File: src/rtl/uptp_pkg.sv
// shared constants and carrier types for the port owner/power/line-state block
package uptp_pkg;
  // test-control encodings
  localparam logic [3:0] UPTP_TEST_NONE = 4'h0;
  localparam logic [3:0] UPTP_TEST_J = 4'h1;
  localparam logic [3:0] UPTP_TEST_K = 4'h2;
  localparam logic [3:0] UPTP_TEST_SE0_NAK = 4'h3;
  localparam logic [3:0] UPTP_TEST_PACKET = 4'h4;
  localparam logic [3:0] UPTP_TEST_FORCE_EN = 4'h5;
  // line-state codes, bit 1 = positive line, bit 0 = negative line
  localparam logic [1:0] UPTP_LS_SE0 = 2'h0;
  localparam logic [1:0] UPTP_LS_K = 2'h1;
  localparam logic [1:0] UPTP_LS_J = 2'h2;
  // field positions inside the port status word
  localparam int UPTP_POS_TEST = 16;
  localparam int UPTP_POS_OWNER = 13;
  localparam int UPTP_POS_POWER = 12;
  localparam int UPTP_POS_LS = 10;
  // values after reset
  localparam logic UPTP_RST_OWNER = 1'b1;
  localparam logic UPTP_RST_POWER = 1'b0;
  localparam logic [3:0] UPTP_RST_TEST = 4'h0;

  // decoded test-mode drive towards the transceiver
  typedef struct packed {
    logic j_state;
    logic k_state;
    logic se0_nak;
    logic packet;
    logic force_en;
  } uptp_test_t;

  // software write strobes with data
  typedef struct packed {
    logic test_we;
    logic [3:0] test_data;
    logic owner_we;
    logic owner_data;
    logic power_we;
    logic power_data;
  } uptp_wr_t;
endpackage

File: src/rtl/uptp_port.sv
// port test select, companion ownership, port power and line-state sampling
`timescale 1ns/1ps
// Functional notes
// - test codes 2..5 drive K, SE0_NAK, packet, force-enable
// - code 0 is normal, code 1 is J
// - ownership clears on configure flag rising
// - ownership forced 1 while flag 0; resets 1
// - ownership 1 hands port to companion
// - no switch capability: power reads 1, always on; reset still loads 0, and the bit reads 1 from the first edge after reset
// - with capability, power bit drives the switch
// - unpowered port reports no status changes
// - overcurrent on powered switched port clears power
// - line-state bit 11 positive, bit 10 negative
// - line state undefined while unpowered
module uptp_port
  import uptp_pkg::*;
#(
  parameter int TEST_W = 4
) (
  // clock and reset
  input wire logic CLK,
  input wire logic RST_N,
  // software write side
  input wire uptp_wr_t WR,
  // system inputs
  input wire logic CONFIGURE_FLAG,
  input wire logic POWER_SWITCH_CAP,
  input wire logic OVERCURRENT,
  input wire logic PORT_ENABLED,
  input wire logic CONNECT_STATUS,
  input wire logic STATUS_CHANGE_IN,
  // data line pins, asynchronous
  input wire logic POSITIVE_DATA_LINE,
  input wire logic NEGATIVE_DATA_LINE,
  // readback fields
  output logic [TEST_W-1:0] PORT_TEST_SELECT,
  output logic COMPANION_OWNERSHIP_BIT,
  output logic PORT_POWER_BIT,
  output logic [1:0] LINE_STATE_FIELD,
  // port control outputs
  output uptp_test_t TEST_DRIVE,
  output logic COMPANION_OWNS,
  output logic POWER_SWITCH_ON,
  output logic STATUS_CHANGE_OUT,
  output logic LS_VALID
);

  // software fields and flag history
  logic [TEST_W-1:0] test_r, test_nxt;
  logic owner_r, owner_nxt;
  logic power_r, power_nxt;
  logic cf_prev_r, cf_prev_nxt;
  // pin synchronisers and sampled line state
  logic [1:0] ls_meta_r, ls_sync_r, ls_r, ls_nxt;
  logic oc_meta_r, oc_sync_r;
  // registered copies that feed the outputs
  uptp_test_t drive_r, drive_nxt;
  logic own_out_r, own_out_nxt;
  logic sw_r, sw_nxt;
  logic chg_r, chg_nxt;
  logic lsv_r, lsv_nxt;
  logic cf_rise;

  // flag rise against last cycle; the flag idles low, so reset makes no false edge
  assign cf_rise = CONFIGURE_FLAG & ~cf_prev_r;

  // next-state logic for the control fields
  always_comb begin
    test_nxt = test_r;
    if (WR.test_we) begin
      test_nxt = TEST_W'(WR.test_data);
    end
    cf_prev_nxt = CONFIGURE_FLAG;
    // ownership: software write first, hardware overrides after
    owner_nxt = owner_r;
    if (WR.owner_we) begin
      owner_nxt = WR.owner_data;
    end
    // hardware overrides beat the software write
    if (!CONFIGURE_FLAG) begin
      owner_nxt = 1'b1;
    end else if (cf_rise) begin
      owner_nxt = 1'b0;
    end
    // power: fixed on without switches, else the software bit
    power_nxt = power_r;
    if (!POWER_SWITCH_CAP) begin
      power_nxt = 1'b1;
    end else begin
      if (WR.power_we) begin
        power_nxt = WR.power_data;
      end
      // overcurrent wins so a fault never gets re-powered the same cycle
      if (oc_sync_r && power_r) begin
        power_nxt = 1'b0;
      end
    end
  end

  // line state, test decode and port drive outputs
  always_comb begin
    // unpowered port shows SE0, not stale pins; any value is legal there
    ls_nxt = ls_sync_r;
    if (!power_r) begin
      ls_nxt = UPTP_LS_SE0;
    end
    // one-hot test decode; reserved codes land in default
    drive_nxt = '0;
    unique case (test_r)
      UPTP_TEST_J: drive_nxt.j_state = 1'b1;
      UPTP_TEST_K: drive_nxt.k_state = 1'b1;
      UPTP_TEST_SE0_NAK: drive_nxt.se0_nak = 1'b1;
      UPTP_TEST_PACKET: drive_nxt.packet = 1'b1;
      UPTP_TEST_FORCE_EN: drive_nxt.force_en = 1'b1;
      default: drive_nxt = '0; // code 0 and reserved codes drive nothing
    endcase
    // derived controls lag their field by a cycle so outputs stay flop-driven
    own_out_nxt = owner_r;
    sw_nxt = power_r;
    chg_nxt = STATUS_CHANGE_IN & power_r;
    lsv_nxt = power_r & ~PORT_ENABLED & CONNECT_STATUS; // helps software
  end

  // registers
  always_ff @(posedge CLK) begin
    if (!RST_N) begin
      test_r <= TEST_W'(UPTP_RST_TEST);
      owner_r <= UPTP_RST_OWNER;
      power_r <= UPTP_RST_POWER;
      cf_prev_r <= 1'b0;
      ls_meta_r <= 2'h0;
      ls_sync_r <= 2'h0;
      ls_r <= 2'h0;
      oc_meta_r <= 1'b0;
      oc_sync_r <= 1'b0;
      drive_r <= '0;
      own_out_r <= 1'b1;
      sw_r <= 1'b0;
      chg_r <= 1'b0;
      lsv_r <= 1'b0;
    end else begin
      // fields and flag history
      test_r <= test_nxt;
      owner_r <= owner_nxt;
      power_r <= power_nxt;
      cf_prev_r <= cf_prev_nxt;
      // pins cross in through two flops
      ls_meta_r <= {POSITIVE_DATA_LINE, NEGATIVE_DATA_LINE};
      ls_sync_r <= ls_meta_r;
      ls_r <= ls_nxt;
      // overcurrent crosses the same way, so the cut lands two cycles late
      oc_meta_r <= OVERCURRENT;
      oc_sync_r <= oc_meta_r;
      drive_r <= drive_nxt;
      own_out_r <= own_out_nxt;
      sw_r <= sw_nxt;
      chg_r <= chg_nxt;
      lsv_r <= lsv_nxt;
    end
  end

  // outputs straight from flops
  assign PORT_TEST_SELECT = test_r;
  assign COMPANION_OWNERSHIP_BIT = owner_r;
  assign PORT_POWER_BIT = power_r;
  assign LINE_STATE_FIELD = ls_r;
  assign TEST_DRIVE = drive_r;
  assign COMPANION_OWNS = own_out_r;
  assign POWER_SWITCH_ON = sw_r;
  assign STATUS_CHANGE_OUT = chg_r;
  assign LS_VALID = lsv_r;

  // checks: test-mode decode and the software-held select
  a_test_decode: assert property (@(posedge CLK) disable iff (!RST_N)
    (test_r == UPTP_TEST_K) |=> TEST_DRIVE.k_state && !TEST_DRIVE.j_state)
    else $error("K test mode not driven");

  a_test_none: assert property (@(posedge CLK) disable iff (!RST_N)
    (test_r == UPTP_TEST_NONE) |=> TEST_DRIVE == '0)
    else $error("drive in normal mode");

  a_test_jstate: assert property (@(posedge CLK) disable iff (!RST_N)
    (test_r == UPTP_TEST_J) |=> TEST_DRIVE.j_state)
    else $error("J test mode not driven");

  a_test_se0nak: assert property (@(posedge CLK) disable iff (!RST_N)
    (test_r == UPTP_TEST_SE0_NAK) |=> TEST_DRIVE.se0_nak)
    else $error("SE0 NAK test mode not driven");

  a_test_packet: assert property (@(posedge CLK) disable iff (!RST_N)
    (test_r == UPTP_TEST_PACKET) |=> TEST_DRIVE.packet)
    else $error("packet test mode not driven");

  a_test_force: assert property (@(posedge CLK) disable iff (!RST_N)
    (test_r == UPTP_TEST_FORCE_EN) |=> TEST_DRIVE.force_en)
    else $error("force enable test mode not driven");

  a_test_onehot: assert property (@(posedge CLK) disable iff (!RST_N)
    $onehot0(TEST_DRIVE))
    else $error("more than one test mode driven");

  a_test_hold: assert property (@(posedge CLK) disable iff (!RST_N)
    !WR.test_we |=> $stable(test_r))
    else $error("test select changed without write");

  a_test_write: assert property (@(posedge CLK) disable iff (!RST_N)
    WR.test_we |=> test_r == TEST_W'($past(WR.test_data)))
    else $error("test select write lost");

  // checks: ownership against the configure flag and software
  a_owner_cf_low: assert property (@(posedge CLK) disable iff (!RST_N)
    !CONFIGURE_FLAG |=> owner_r)
    else $error("ownership not forced while flag low");

  a_owner_cf_rise: assert property (@(posedge CLK) disable iff (!RST_N)
    (CONFIGURE_FLAG && !cf_prev_r) |=> !owner_r)
    else $error("ownership not cleared on flag rise");

  a_owner_handoff: assert property (@(posedge CLK) disable iff (!RST_N)
    owner_r |=> COMPANION_OWNS)
    else $error("companion not given port");

  a_owner_release: assert property (@(posedge CLK) disable iff (!RST_N)
    !owner_r |=> !COMPANION_OWNS)
    else $error("companion kept port after ownership cleared");

  a_owner_write: assert property (@(posedge CLK) disable iff (!RST_N)
    (CONFIGURE_FLAG && cf_prev_r && WR.owner_we) |=> owner_r == $past(WR.owner_data))
    else $error("ownership write lost");

  a_owner_keep: assert property (@(posedge CLK) disable iff (!RST_N)
    (CONFIGURE_FLAG && cf_prev_r && !WR.owner_we) |=> $stable(owner_r))
    else $error("ownership changed without cause");

  a_owner_flag_out: assert property (@(posedge CLK) disable iff (!RST_N)
    !CONFIGURE_FLAG |=> ##1 COMPANION_OWNS)
    else $error("companion not given port while flag low");

  // checks: power switching and status gating
  a_power_nocap: assert property (@(posedge CLK) disable iff (!RST_N)
    !POWER_SWITCH_CAP |=> power_r ##1 POWER_SWITCH_ON)
    else $error("power not on without switches");

  a_power_oc: assert property (@(posedge CLK) disable iff (!RST_N)
    (POWER_SWITCH_CAP && oc_sync_r && power_r) |=> !power_r)
    else $error("overcurrent did not cut power");

  a_power_write: assert property (@(posedge CLK) disable iff (!RST_N)
    (POWER_SWITCH_CAP && WR.power_we && !(oc_sync_r && power_r))
      |=> power_r == $past(WR.power_data))
    else $error("power write lost");

  a_power_hold: assert property (@(posedge CLK) disable iff (!RST_N)
    (POWER_SWITCH_CAP && !WR.power_we && !(oc_sync_r && power_r)) |=> $stable(power_r))
    else $error("power bit changed without cause");

  a_power_switch: assert property (@(posedge CLK) disable iff (!RST_N)
    POWER_SWITCH_ON == $past(power_r))
    else $error("switch does not follow power bit");

  a_status_gate: assert property (@(posedge CLK) disable iff (!RST_N)
    !power_r |=> !STATUS_CHANGE_OUT)
    else $error("status change from unpowered port");

  a_status_pass: assert property (@(posedge CLK) disable iff (!RST_N)
    (power_r && STATUS_CHANGE_IN) |=> STATUS_CHANGE_OUT)
    else $error("status change lost on powered port");

  // checks: line-state sampling and its validity window
  a_line_sample: assert property (@(posedge CLK) disable iff (!RST_N)
    power_r |=> LINE_STATE_FIELD == $past(ls_sync_r))
    else $error("line state not sampled");

  a_line_unpowered: assert property (@(posedge CLK) disable iff (!RST_N)
    !power_r |=> LINE_STATE_FIELD == UPTP_LS_SE0)
    else $error("line state shown on unpowered port");

  a_valid_unpowered: assert property (@(posedge CLK) disable iff (!RST_N)
    !power_r |=> !LS_VALID)
    else $error("line state valid on unpowered port");

  a_valid_window: assert property (@(posedge CLK) disable iff (!RST_N)
    (power_r && !PORT_ENABLED && CONNECT_STATUS) |=> LS_VALID)
    else $error("line state valid flag missing");

  // covers for the main scenarios
  c_cf_rise: cover property (@(posedge CLK) disable iff (!RST_N)
    CONFIGURE_FLAG && !cf_prev_r);
  c_oc_cut: cover property (@(posedge CLK) disable iff (!RST_N)
    POWER_SWITCH_CAP && oc_sync_r && power_r);
  c_ls_k: cover property (@(posedge CLK) disable iff (!RST_N)
    LS_VALID && LINE_STATE_FIELD == UPTP_LS_K);
  c_test_pkt: cover property (@(posedge CLK) disable iff (!RST_N)
    TEST_DRIVE.packet);
  c_owner_write: cover property (@(posedge CLK) disable iff (!RST_N)
    CONFIGURE_FLAG && cf_prev_r && WR.owner_we && WR.owner_data);

endmodule

File: config.mk
export PLATFORM = sky130hd
export DESIGN_NAME = uptp_port
export DESIGN_NICKNAME = d
export VERILOG_FILES = /design/src/rtl/uptp_pkg.sv /design/src/rtl/uptp_port.sv
export SDC_FILE = /design/constraint.sdc
export NUM_CORES = 1
export LEC_CHECK = 0
export ABC_AREA = 1
export BUFFER_PORTS_ARGS = -buffer_cell sky130_fd_sc_hd__buf_2
export CAP_MARGIN = 20
export CORE_MARGIN = 2
export CORE_UTILIZATION = 38
export CTS_CLUSTER_DIAMETER = 120
export DETAILED_ROUTE_END_ITERATION = 7
export PLACE_DENSITY = 0.72
export SYNTH_ARGS = -nofsm -noshare
export SYNTH_HDL_FRONTEND = slang
export SYNTH_SLANG_ARGS = --single-unit
File: constraint.sdc
create_clock -name CLK -period 0.8 [get_ports CLK]
set_input_delay 0.04 -clock CLK [delete_from_list [all_inputs] [get_ports CLK]]
set_output_delay 0.04 -clock CLK [all_outputs]
set_load 0.02 [all_outputs]
==> results of run 1 <==
-- how the worst max path moves through the flow --
stage,start,end,slack [ns],cells past startpoint
2_1_floorplan,PORT_TEST_SELECT[1],TEST_DRIVE[0],0.003,3
3_3_place_gp,COMPANION_OWNERSHIP_BIT,COMPANION_OWNS,0.11,1
3_5_place_dp,PORT_TEST_SELECT[3],TEST_DRIVE[2],0.06,3
4_1_cts,PORT_TEST_SELECT[3],PORT_TEST_SELECT[3],-0.03,1
5_1_grt,PORT_TEST_SELECT[2],PORT_TEST_SELECT[2],-0.07,1
6_report,PORT_POWER_BIT,PORT_POWER_BIT,-0.03,1
-- worst register-to-register path, stage by stage, from the launching register on --
cell	delay (ns)
sky130_fd_sc_hd__dfxtp_2	0.35
sky130_fd_sc_hd__nor2_1	0.13
sky130_fd_sc_hd__nand2_2	0.10
sky130_fd_sc_hd__nor3_2	0.15
-- kinds of logic after synthesis --
group | count (synthesis) | share of synthesized area
AO/OA/AOI/OAI | 9 | 0.06050
flip-flops | 24 | 0.6454
buffers and inverters | 20 | 0.1109
AND/OR/NAND/NOR | 33 | 0.1832
-- flip-flops by register name, indices dropped and copies added, names as in the netlist --
signal                   cells
COMPANION_OWNERSHIP_BIT      1
cf_prev_r                    1
COMPANION_OWNS               1
PORT_POWER_BIT               1
LS_VALID                     1
STATUS_CHANGE_OUT            1
ls_sync_r                    2
oc_sync_r                    1
PORT_TEST_SELECT             4
POWER_SWITCH_ON              1
ls_meta_r                    2
TEST_DRIVE                   5
LINE_STATE_FIELD             2
oc_meta_r                    1
-- area by class of cell --
type | instances | area, µm² | share of cell area
Inverter | 19 | 73.82 | 0.05871
Tap cell | 27 | 33.78 | 0.02687
Clock buffer | 3 | 22.52 | 0.01791
Sequential cell | 24 | 504.2 | 0.4010
Timing Repair Buffer | 50 | 429.2 | 0.3413
Multi-Input combinational cell | 42 | 193.9 | 0.1542
-- per-stage QoR --
stage / cell area (µm²) / utilization / setup slack (ns) / std cells / total power (µW)
after floorplan: 747.0 / - / 0.003283 / 86 / 1429
after global placement: 952.2 / 0.5007 / 0.1139 / 148 / 1520
after detailed placement: 952.2 / 0.5007 / 0.06432 / 148 / 1526
after CTS: 1194 / 0.6276 / -0.03333 / 165 / 2088
after global routing: 1257 / 0.6612 / -0.07219 / 165 / 2221
final: 1257 / 0.6612 / -0.03222 / 165 / 2116
-- metal layers --
layer | up-vias | track usage
met2 | 22 | 0.2868
met3 | 4 | 0.03333
met4 | 0 | 0.08108
met1 | 296 | 0.1708
li1 | 357 | -
met5 | - | 0
-- power by group through the flow --
stage               registers, µW  clock network, µW  logic [µW]
floorplan                    1350                  0        79.8
global route                 1290                540         387
global placement             1300                  0         219
CTS                          1280                490         317
finish                       1290                479         350
detailed placement           1300                  0         223
-- what timing repair did --
item,in CTS,in global routing
hold buffers,11,0
buffers inserted,3,0
pin swaps,0,4
gates resized for setup,32,25
setup endpoints to repair,17,25
endpoints found under the hold margin,9,0
-- cell usage after synthesis --
cell type and number:
sky130_fd_sc_hd__o21ai_0 6, sky130_fd_sc_hd__a21oi_1 3, sky130_fd_sc_hd__nand3_1 1, sky130_fd_sc_hd__nor3_1 2, sky130_fd_sc_hd__or2_2 1, sky130_fd_sc_hd__buf_6 1, sky130_fd_sc_hd__nor2_1 13, sky130_fd_sc_hd__dfxtp_1 24
sky130_fd_sc_hd__nor3_2 1, sky130_fd_sc_hd__nand2_1 15, sky130_fd_sc_hd__inv_1 19
==> metrics.log, run 1 <==
[metrics] most common cell after layout, fill and taps aside: sky130_fd_sc_hd__buf_6
[metrics] Final TNS setup: -0.09657 ns
[metrics] WP data arrival: 0.79 ns
[metrics] pin count of the biggest net entering global routing: 13
[metrics] leakage power summed over all cells: 0.0006431 µW
[metrics] Crit Path Category: reg -> out
[metrics] fraction of synthesized cell area taken by the top area cell type: 0.6454
[metrics] Power per Cell Area: 1682 nW/µm²
[metrics] Routability Congestion: 0.6153
[metrics] netlist area before placement: 744.5 µm²
[metrics] instance count of the mapped netlist: 86
[metrics] Die Footprint: 2329 µm²
[metrics] r2r endpoint: TEST_DRIVE[2]
[metrics] count of endpoints failing hold in the final timing report: 0
[metrics] maximum resistive drop on vdd: 0.9483 mV
[metrics] Final Max Slew Viols: 0
[metrics] clock network power share: 0.227
[metrics] router iterations before antenna repair: 4
[metrics] number of antenna violations at the first check in global routing: 0
[metrics] smallest setup slack after layout: -0.03222 ns
[metrics] YS warnings: 0
[metrics] count of inserted antenna diode cells: 0
[metrics] Die X: 48.26 µm
[metrics] commonest cells after routing, fill and taps aside: 19 x sky130_fd_sc_hd__buf_6, 18 x sky130_fd_sc_hd__inv_1, 18 x sky130_fd_sc_hd__buf_2, 16 x sky130_fd_sc_hd__dfxtp_2, 14 x sky130_fd_sc_hd__nand2_1
[metrics] via count of the first global-routing pass: 632
[metrics] per-instance average area after synthesis: 8.657 µm²
[metrics] worst min-delay path class: in -> reg
[metrics] Endpoint, Worst Hold: COMPANION_OWNERSHIP_BIT
[metrics] Final Hold Slack: 0.01404 ns
[metrics] Critical Path Max Stage Delay: 0.38 ns
[metrics] floorplan die height: 48.26 µm
[metrics] Cell Chain, Critical Path: buf_6
[metrics] power share of the combinational group: 0.165
[metrics] layout net count: 159
[metrics] number of buffers created by CTS: 3
[metrics] origin of the worst min-delay path: WR[2]
[metrics] post-route antenna net violation count: 0
[metrics] crit path capture type: output port
[metrics] synthesis-to-layout area growth: 68.91%
[metrics] share of layout cells above drive strength 1: 0.4710
[metrics] global-route congestion overflow total: 0
[metrics] count of buffer and inverter cells on the critical path: 1
[metrics] run status: finished with violations
[metrics] launching point of the worst reg2reg path: PORT_TEST_SELECT[3]
[metrics] worst-case reg-to-reg path depth: 3
[metrics] max capacitance violation total: 0
[metrics] unrepaired setup endpoints after global routing: yes
[metrics] sequential cell area fraction in the yosys report: 0.6454
[metrics] Worst-Skew Late Latency: 0.29 ns
[metrics] io pins: 36
[metrics] wire length per cell: 10.27 µm
[metrics] skew final: 0.0008821 ns
[metrics] count of cell types in the netlist: 11
[metrics] met2 routed WL: 965 µm
[metrics] R2R Setup Slk: -0.01 ns
[metrics] top layer reached by signal wires: met4
[metrics] Top delay family on crit path: flip-flops
[metrics] clk buf depth: 2
[metrics] initial DRC count: 1
[metrics] cell with the largest stage delay on the worst path: sky130_fd_sc_hd__dfxtp_4
[metrics] Via density: 4.115
[metrics] final wirelength: 1695 µm
[metrics] CTS H-tree depth: 1
[metrics] CTS root buffer: sky130_fd_sc_hd__clkbuf_4
[metrics] largest cells by area after synthesis: sky130_fd_sc_hd__dfxtp_1 65%, sky130_fd_sc_hd__inv_1 9.6%, sky130_fd_sc_hd__nand2_1 7.6%
[metrics] standard-cell row count: 16
[metrics] starting density of the core: 0.3914
[metrics] violated checks: setup timing
[metrics] net count after synthesis: 105
[metrics] internal power: 1616 µW
[metrics] nature of the critical path startpoint: flop
[metrics] post-detailed-route DRC marker count: 0
[metrics] switching share of power: 0.2361
[metrics] maximum frequency from static timing analysis: 1.202 GHz
[metrics] length of routed wiring on met1: 623 µm
[metrics] number of synthesized register bits: 24
[metrics] Period Utilization, post-route: 1.040
[metrics] number of I/O port buffers: 35
[metrics] Min Clock Period, post-route: 0.8322 ns
[metrics] worst-case headroom to the max-slew limit: 0.8896
[metrics] met3 WL: 61 µm
[metrics] vias after detailed routing: 679
[metrics] CTS tree: yes
[metrics] gr usage total: 0.1583
[metrics] Std-Cell Core Area: 1902 µm²
[metrics] sink count of the clock tree: 24
[metrics] biggest area consumer among synthesized cells: sky130_fd_sc_hd__dfxtp_1
[metrics] Worst Hold Path Cells: 3
[metrics] DPL Wire Length: 956.7 µm
[metrics] Tightest Pin Transition: 0.1647 ns
[metrics] clock slew at reported path FFs: 0.11 ns
[metrics] first-pass GRT wire length: 2532 µm
[metrics] required time reported for the critical path endpoint: 0.76 ns
[metrics] P_sw: 499.4 µW
[metrics] number of setup violations in the final report: 7
[metrics] count of fill cells added during filler insertion: 134
[metrics] sequential fraction of design power: 0.608
[metrics] maximum fanout along the worst path: 4
Power figures use the tool's default switching activity.
==> run 2: changes to the inputs <==
- CORE_UTILIZATION: 38 -> 46
- PLACE_DENSITY: 0.72 -> 0.81
- clock period: 0.8 -> 1 ns (I/O delays scaled with it)
==> run 2 against run 1 <==
Via count down 0.59%; utilization up 7.1 points; the run now ends clean; final cell count down 7.9%; routed wire length down 6.8%; flip-flop and latch count unchanged; highest routed layer unchanged; largest power group unchanged; sequential power down 21%; critical endpoint is now PORT_TEST_SELECT[3]; clock skew up 0.012 ns; combinational power down 39%.
==> metrics.log, run 2 (synthesis results as in run 1) <==
[metrics] floorplan die height: 44.23 µm (was 48.26 µm)
[metrics] final wirelength: 1580 µm (was 1695 µm)
[metrics] placed insts: 136 (was 148)
[metrics] smallest setup slack after layout: 0.04615 ns (was -0.03222 ns)
[metrics] count of inserted antenna diode cells: 0 (unchanged)
[metrics] maximum frequency from static timing analysis: 1.048 GHz
[metrics] Endpoint, Worst Hold: PORT_TEST_SELECT[0] (was COMPANION_OWNERSHIP_BIT)
[metrics] clk buf depth: 2 (unchanged)
[metrics] worst min-delay path class: in -> reg (unchanged)
[metrics] post-route antenna net violation count: 0 (unchanged)
[metrics] Min Clock Period, post-route: 0.9539 ns
[metrics] commonest cells after routing, fill and taps aside: 35 x sky130_fd_sc_hd__buf_2, 22 x sky130_fd_sc_hd__dfxtp_1, 19 x sky130_fd_sc_hd__inv_1, 15 x sky130_fd_sc_hd__nand2_1, 13 x sky130_fd_sc_hd__nor2_1 (was 19 x sky130_fd_sc_hd__buf_6, 18 x sky130_fd_sc_hd__inv_1, 18 x sky130_fd_sc_hd__buf_2, 16 x sky130_fd_sc_hd__dfxtp_2, 14 x sky130_fd_sc_hd__nand2_1)
[metrics] number of buffers created by CTS: 3 (unchanged)
[metrics] number of I/O port buffers: 35 (unchanged)
[metrics] maximum resistive drop on vdd: 1.324 mV (was 0.9483 mV)
[metrics] worst-case reg-to-reg path depth: 4 (was 3)
[metrics] vias after detailed routing: 675 (was 679)
[metrics] maximum fanout along the worst path: 4 (unchanged)
[metrics] Cell Chain, Critical Path: buf_2 (was buf_6)
[metrics] max capacitance violation total: 0 (unchanged)
[metrics] launching point of the worst reg2reg path: PORT_POWER_BIT (was PORT_TEST_SELECT[3])
[metrics] R2R Setup Slk: 0.24 ns (was -0.01 ns)
[metrics] leakage power summed over all cells: 0.0006119 µW (was 0.0006431 µW)
[metrics] clock slew at reported path FFs: 0.12 ns (was 0.11 ns)
[metrics] layout net count: 156 (was 159)
[metrics] number of antenna violations at the first check in global routing: 0 (unchanged)
[metrics] Final Max Slew Viols: 0 (unchanged)
[metrics] pin count of the biggest net entering global routing: 15 (was 13)
[metrics] Routability Congestion: 0.7263 (was 0.6153)
[metrics] gr usage total: 0.1783 (was 0.1583)
[metrics] skew final: 0.01336 ns (was 0.0008821 ns)
[metrics] most common cell after layout, fill and taps aside: sky130_fd_sc_hd__buf_2 (was sky130_fd_sc_hd__buf_6)
[metrics] Final TNS setup: 0 ns (was -0.09657 ns)
[metrics] Die Footprint: 1956 µm² (was 2329 µm²)
[metrics] Via density: 4.441 (was 4.115)
[metrics] synthesis-to-layout area growth: 48.24% (was 68.91%)
[metrics] Std-Cell Core Area: 1506 µm² (was 1902 µm²)
[metrics] nature of the critical path startpoint: flop (unchanged)
[metrics] first-pass GRT wire length: 2387 µm (was 2532 µm)
[metrics] wire length per cell: 10.39 µm (was 10.27 µm)
[metrics] Power per Cell Area: 1749 nW/µm² (was 1682 nW/µm²)
[metrics] global-route congestion overflow total: 0 (unchanged)
[metrics] Final Hold Slack: 0.01973 ns (was 0.01404 ns)
[metrics] share of layout cells above drive strength 1: 0.3162 (was 0.4710)
[metrics] Die X: 44.23 µm (was 48.26 µm)
[metrics] run status: complete, no violations (was finished with violations)
[metrics] number of setup violations in the final report: 0 (was 7)
[metrics] count of buffer and inverter cells on the critical path: 1 (unchanged)
[metrics] cell with the largest stage delay on the worst path: sky130_fd_sc_hd__dfxtp_1 (was sky130_fd_sc_hd__dfxtp_4)
[metrics] number of non-filler instances in the completed layout: 152 (was 165)
[metrics] crit path capture type: output port (unchanged)
[metrics] Critical Path Max Stage Delay: 0.41 ns (was 0.38 ns)
[metrics] worst-case headroom to the max-slew limit: 0.8597 (was 0.8896)
[metrics] starting density of the core: 0.4942 (was 0.3914)
[metrics] unrepaired setup endpoints after global routing: no (was yes)
[metrics] Crit Path Category: reg -> out (unchanged)
[metrics] Worst-Skew Late Latency: 0.32 ns (was 0.29 ns)
[metrics] CTS H-tree depth: 1 (unchanged)
[metrics] Setup WS pre-CTS: 0.2283 ns (was 0.06432 ns)
[metrics] flip-flop count of the largest register, all copies and words added: 5 (unchanged)
[metrics] DPL Wire Length: 1046 µm (was 956.7 µm)
[metrics] io pins: 36 (unchanged)
[metrics] WP data arrival: 0.90 ns (was 0.79 ns)
[metrics] sink count of the clock tree: 24 (unchanged)
[metrics] Worst Hold Path Cells: 3 (unchanged)
[metrics] router iterations before antenna repair: 4 (unchanged)
[metrics] Tightest Pin Transition: 0.2104 ns (was 0.1647 ns)
[metrics] required time reported for the critical path endpoint: 0.95 ns (was 0.76 ns)
[metrics] CTS root buffer: sky130_fd_sc_hd__clkbuf_4 (unchanged)
[metrics] r2r endpoint: LS_VALID (was TEST_DRIVE[2])
[metrics] CTS tree: yes (unchanged)
[metrics] standard-cell row count: 14 (was 16)
[metrics] count of endpoints failing hold in the final timing report: 0 (unchanged)
[metrics] via count of the first global-routing pass: 615 (was 632)
[metrics] initial DRC count: 9 (was 1)
[metrics] post-detailed-route DRC marker count: 0 (unchanged)
[metrics] origin of the worst min-delay path: WR[4] (was WR[2])
[metrics] Top delay family on crit path: flip-flops (unchanged)
[metrics] Period Utilization, post-route: 0.9539
-- run 2: changes by cell type in the layout (fill, tap and decap cells not counted), moves of 2 or more --
cell,change
sky130_fd_sc_hd__buf_4,-2
sky130_fd_sc_hd__buf_6,-19
sky130_fd_sc_hd__buf_2,+17
sky130_fd_sc_hd__dfxtp_1,+15
sky130_fd_sc_hd__dfxtp_2,-14
sky130_fd_sc_hd__nor3_2,-2
sky130_fd_sc_hd__nor3_1,+2
-- run 2: how the worst max path moves through the flow --
stage	start	end	slack, ns	cells after the start
floorplan	PORT_POWER_BIT	LS_VALID	0.17	4
global placement	RST_N	COMPANION_OWNS	0.26	3
detailed placement	RST_N	COMPANION_OWNS	0.23	3
CTS	PORT_TEST_SELECT[0]	PORT_TEST_SELECT[0]	0.01	1
global route	PORT_POWER_BIT	PORT_POWER_BIT	0.005	1
finish	PORT_TEST_SELECT[3]	PORT_TEST_SELECT[3]	0.05	1
-- run 2: timing repair --
action / in CTS / in global routing
resized for setup: 0 / 2
buffers inserted: 0 / 0
hold buffers: 12 / 0
hold endpoints to repair: 10 / 0
setup endpoints to repair: 0 / 2
-- run 2: through the flow --
step           power (µW)    util  area (µm²)
2_1_floorplan        1142       -       744.5
3_5_place_dp         1220  0.6163       928.4
6_report             1930  0.7326        1104
3_3_place_gp         1212  0.6163       928.4
4_1_cts              1934  0.7309        1101
5_1_grt              2005  0.7326        1104
-- run 2: final cells by class --
class                   instances  area (µm²)
clock buffers                   3       22.52
clock inverters                 1       30.03
flip-flops and latches         24       483.0
inverters                      19       71.32
well taps                      16       20.02
multi-input cells              42       181.4
repair buffers                 47       295.3
fillers                       108       402.9
-- run 2: power by group --
| part | leakage (µW) | total [µW] | internal [µW] | switching [µW] |
|---|---|---|---|---|
| combinational | 0.000386 | 214 | 99.9 | 114 |
| clock | 0.0000279 | 693 | 406 | 287 |
| sequential | 0.000198 | 1020 | 1000 | 22.9 |
-- run 2: layer usage --
metal / vias up / wire, µm / global-route usage
met2: 25 / 864 / 0.3353
met5: - / 0 / 0
met3: 4 / 85 / 0.06122
met1: 296 / 592 / 0.1602
met4: 0 / 38 / 0.1091
li1: 350 / - / -
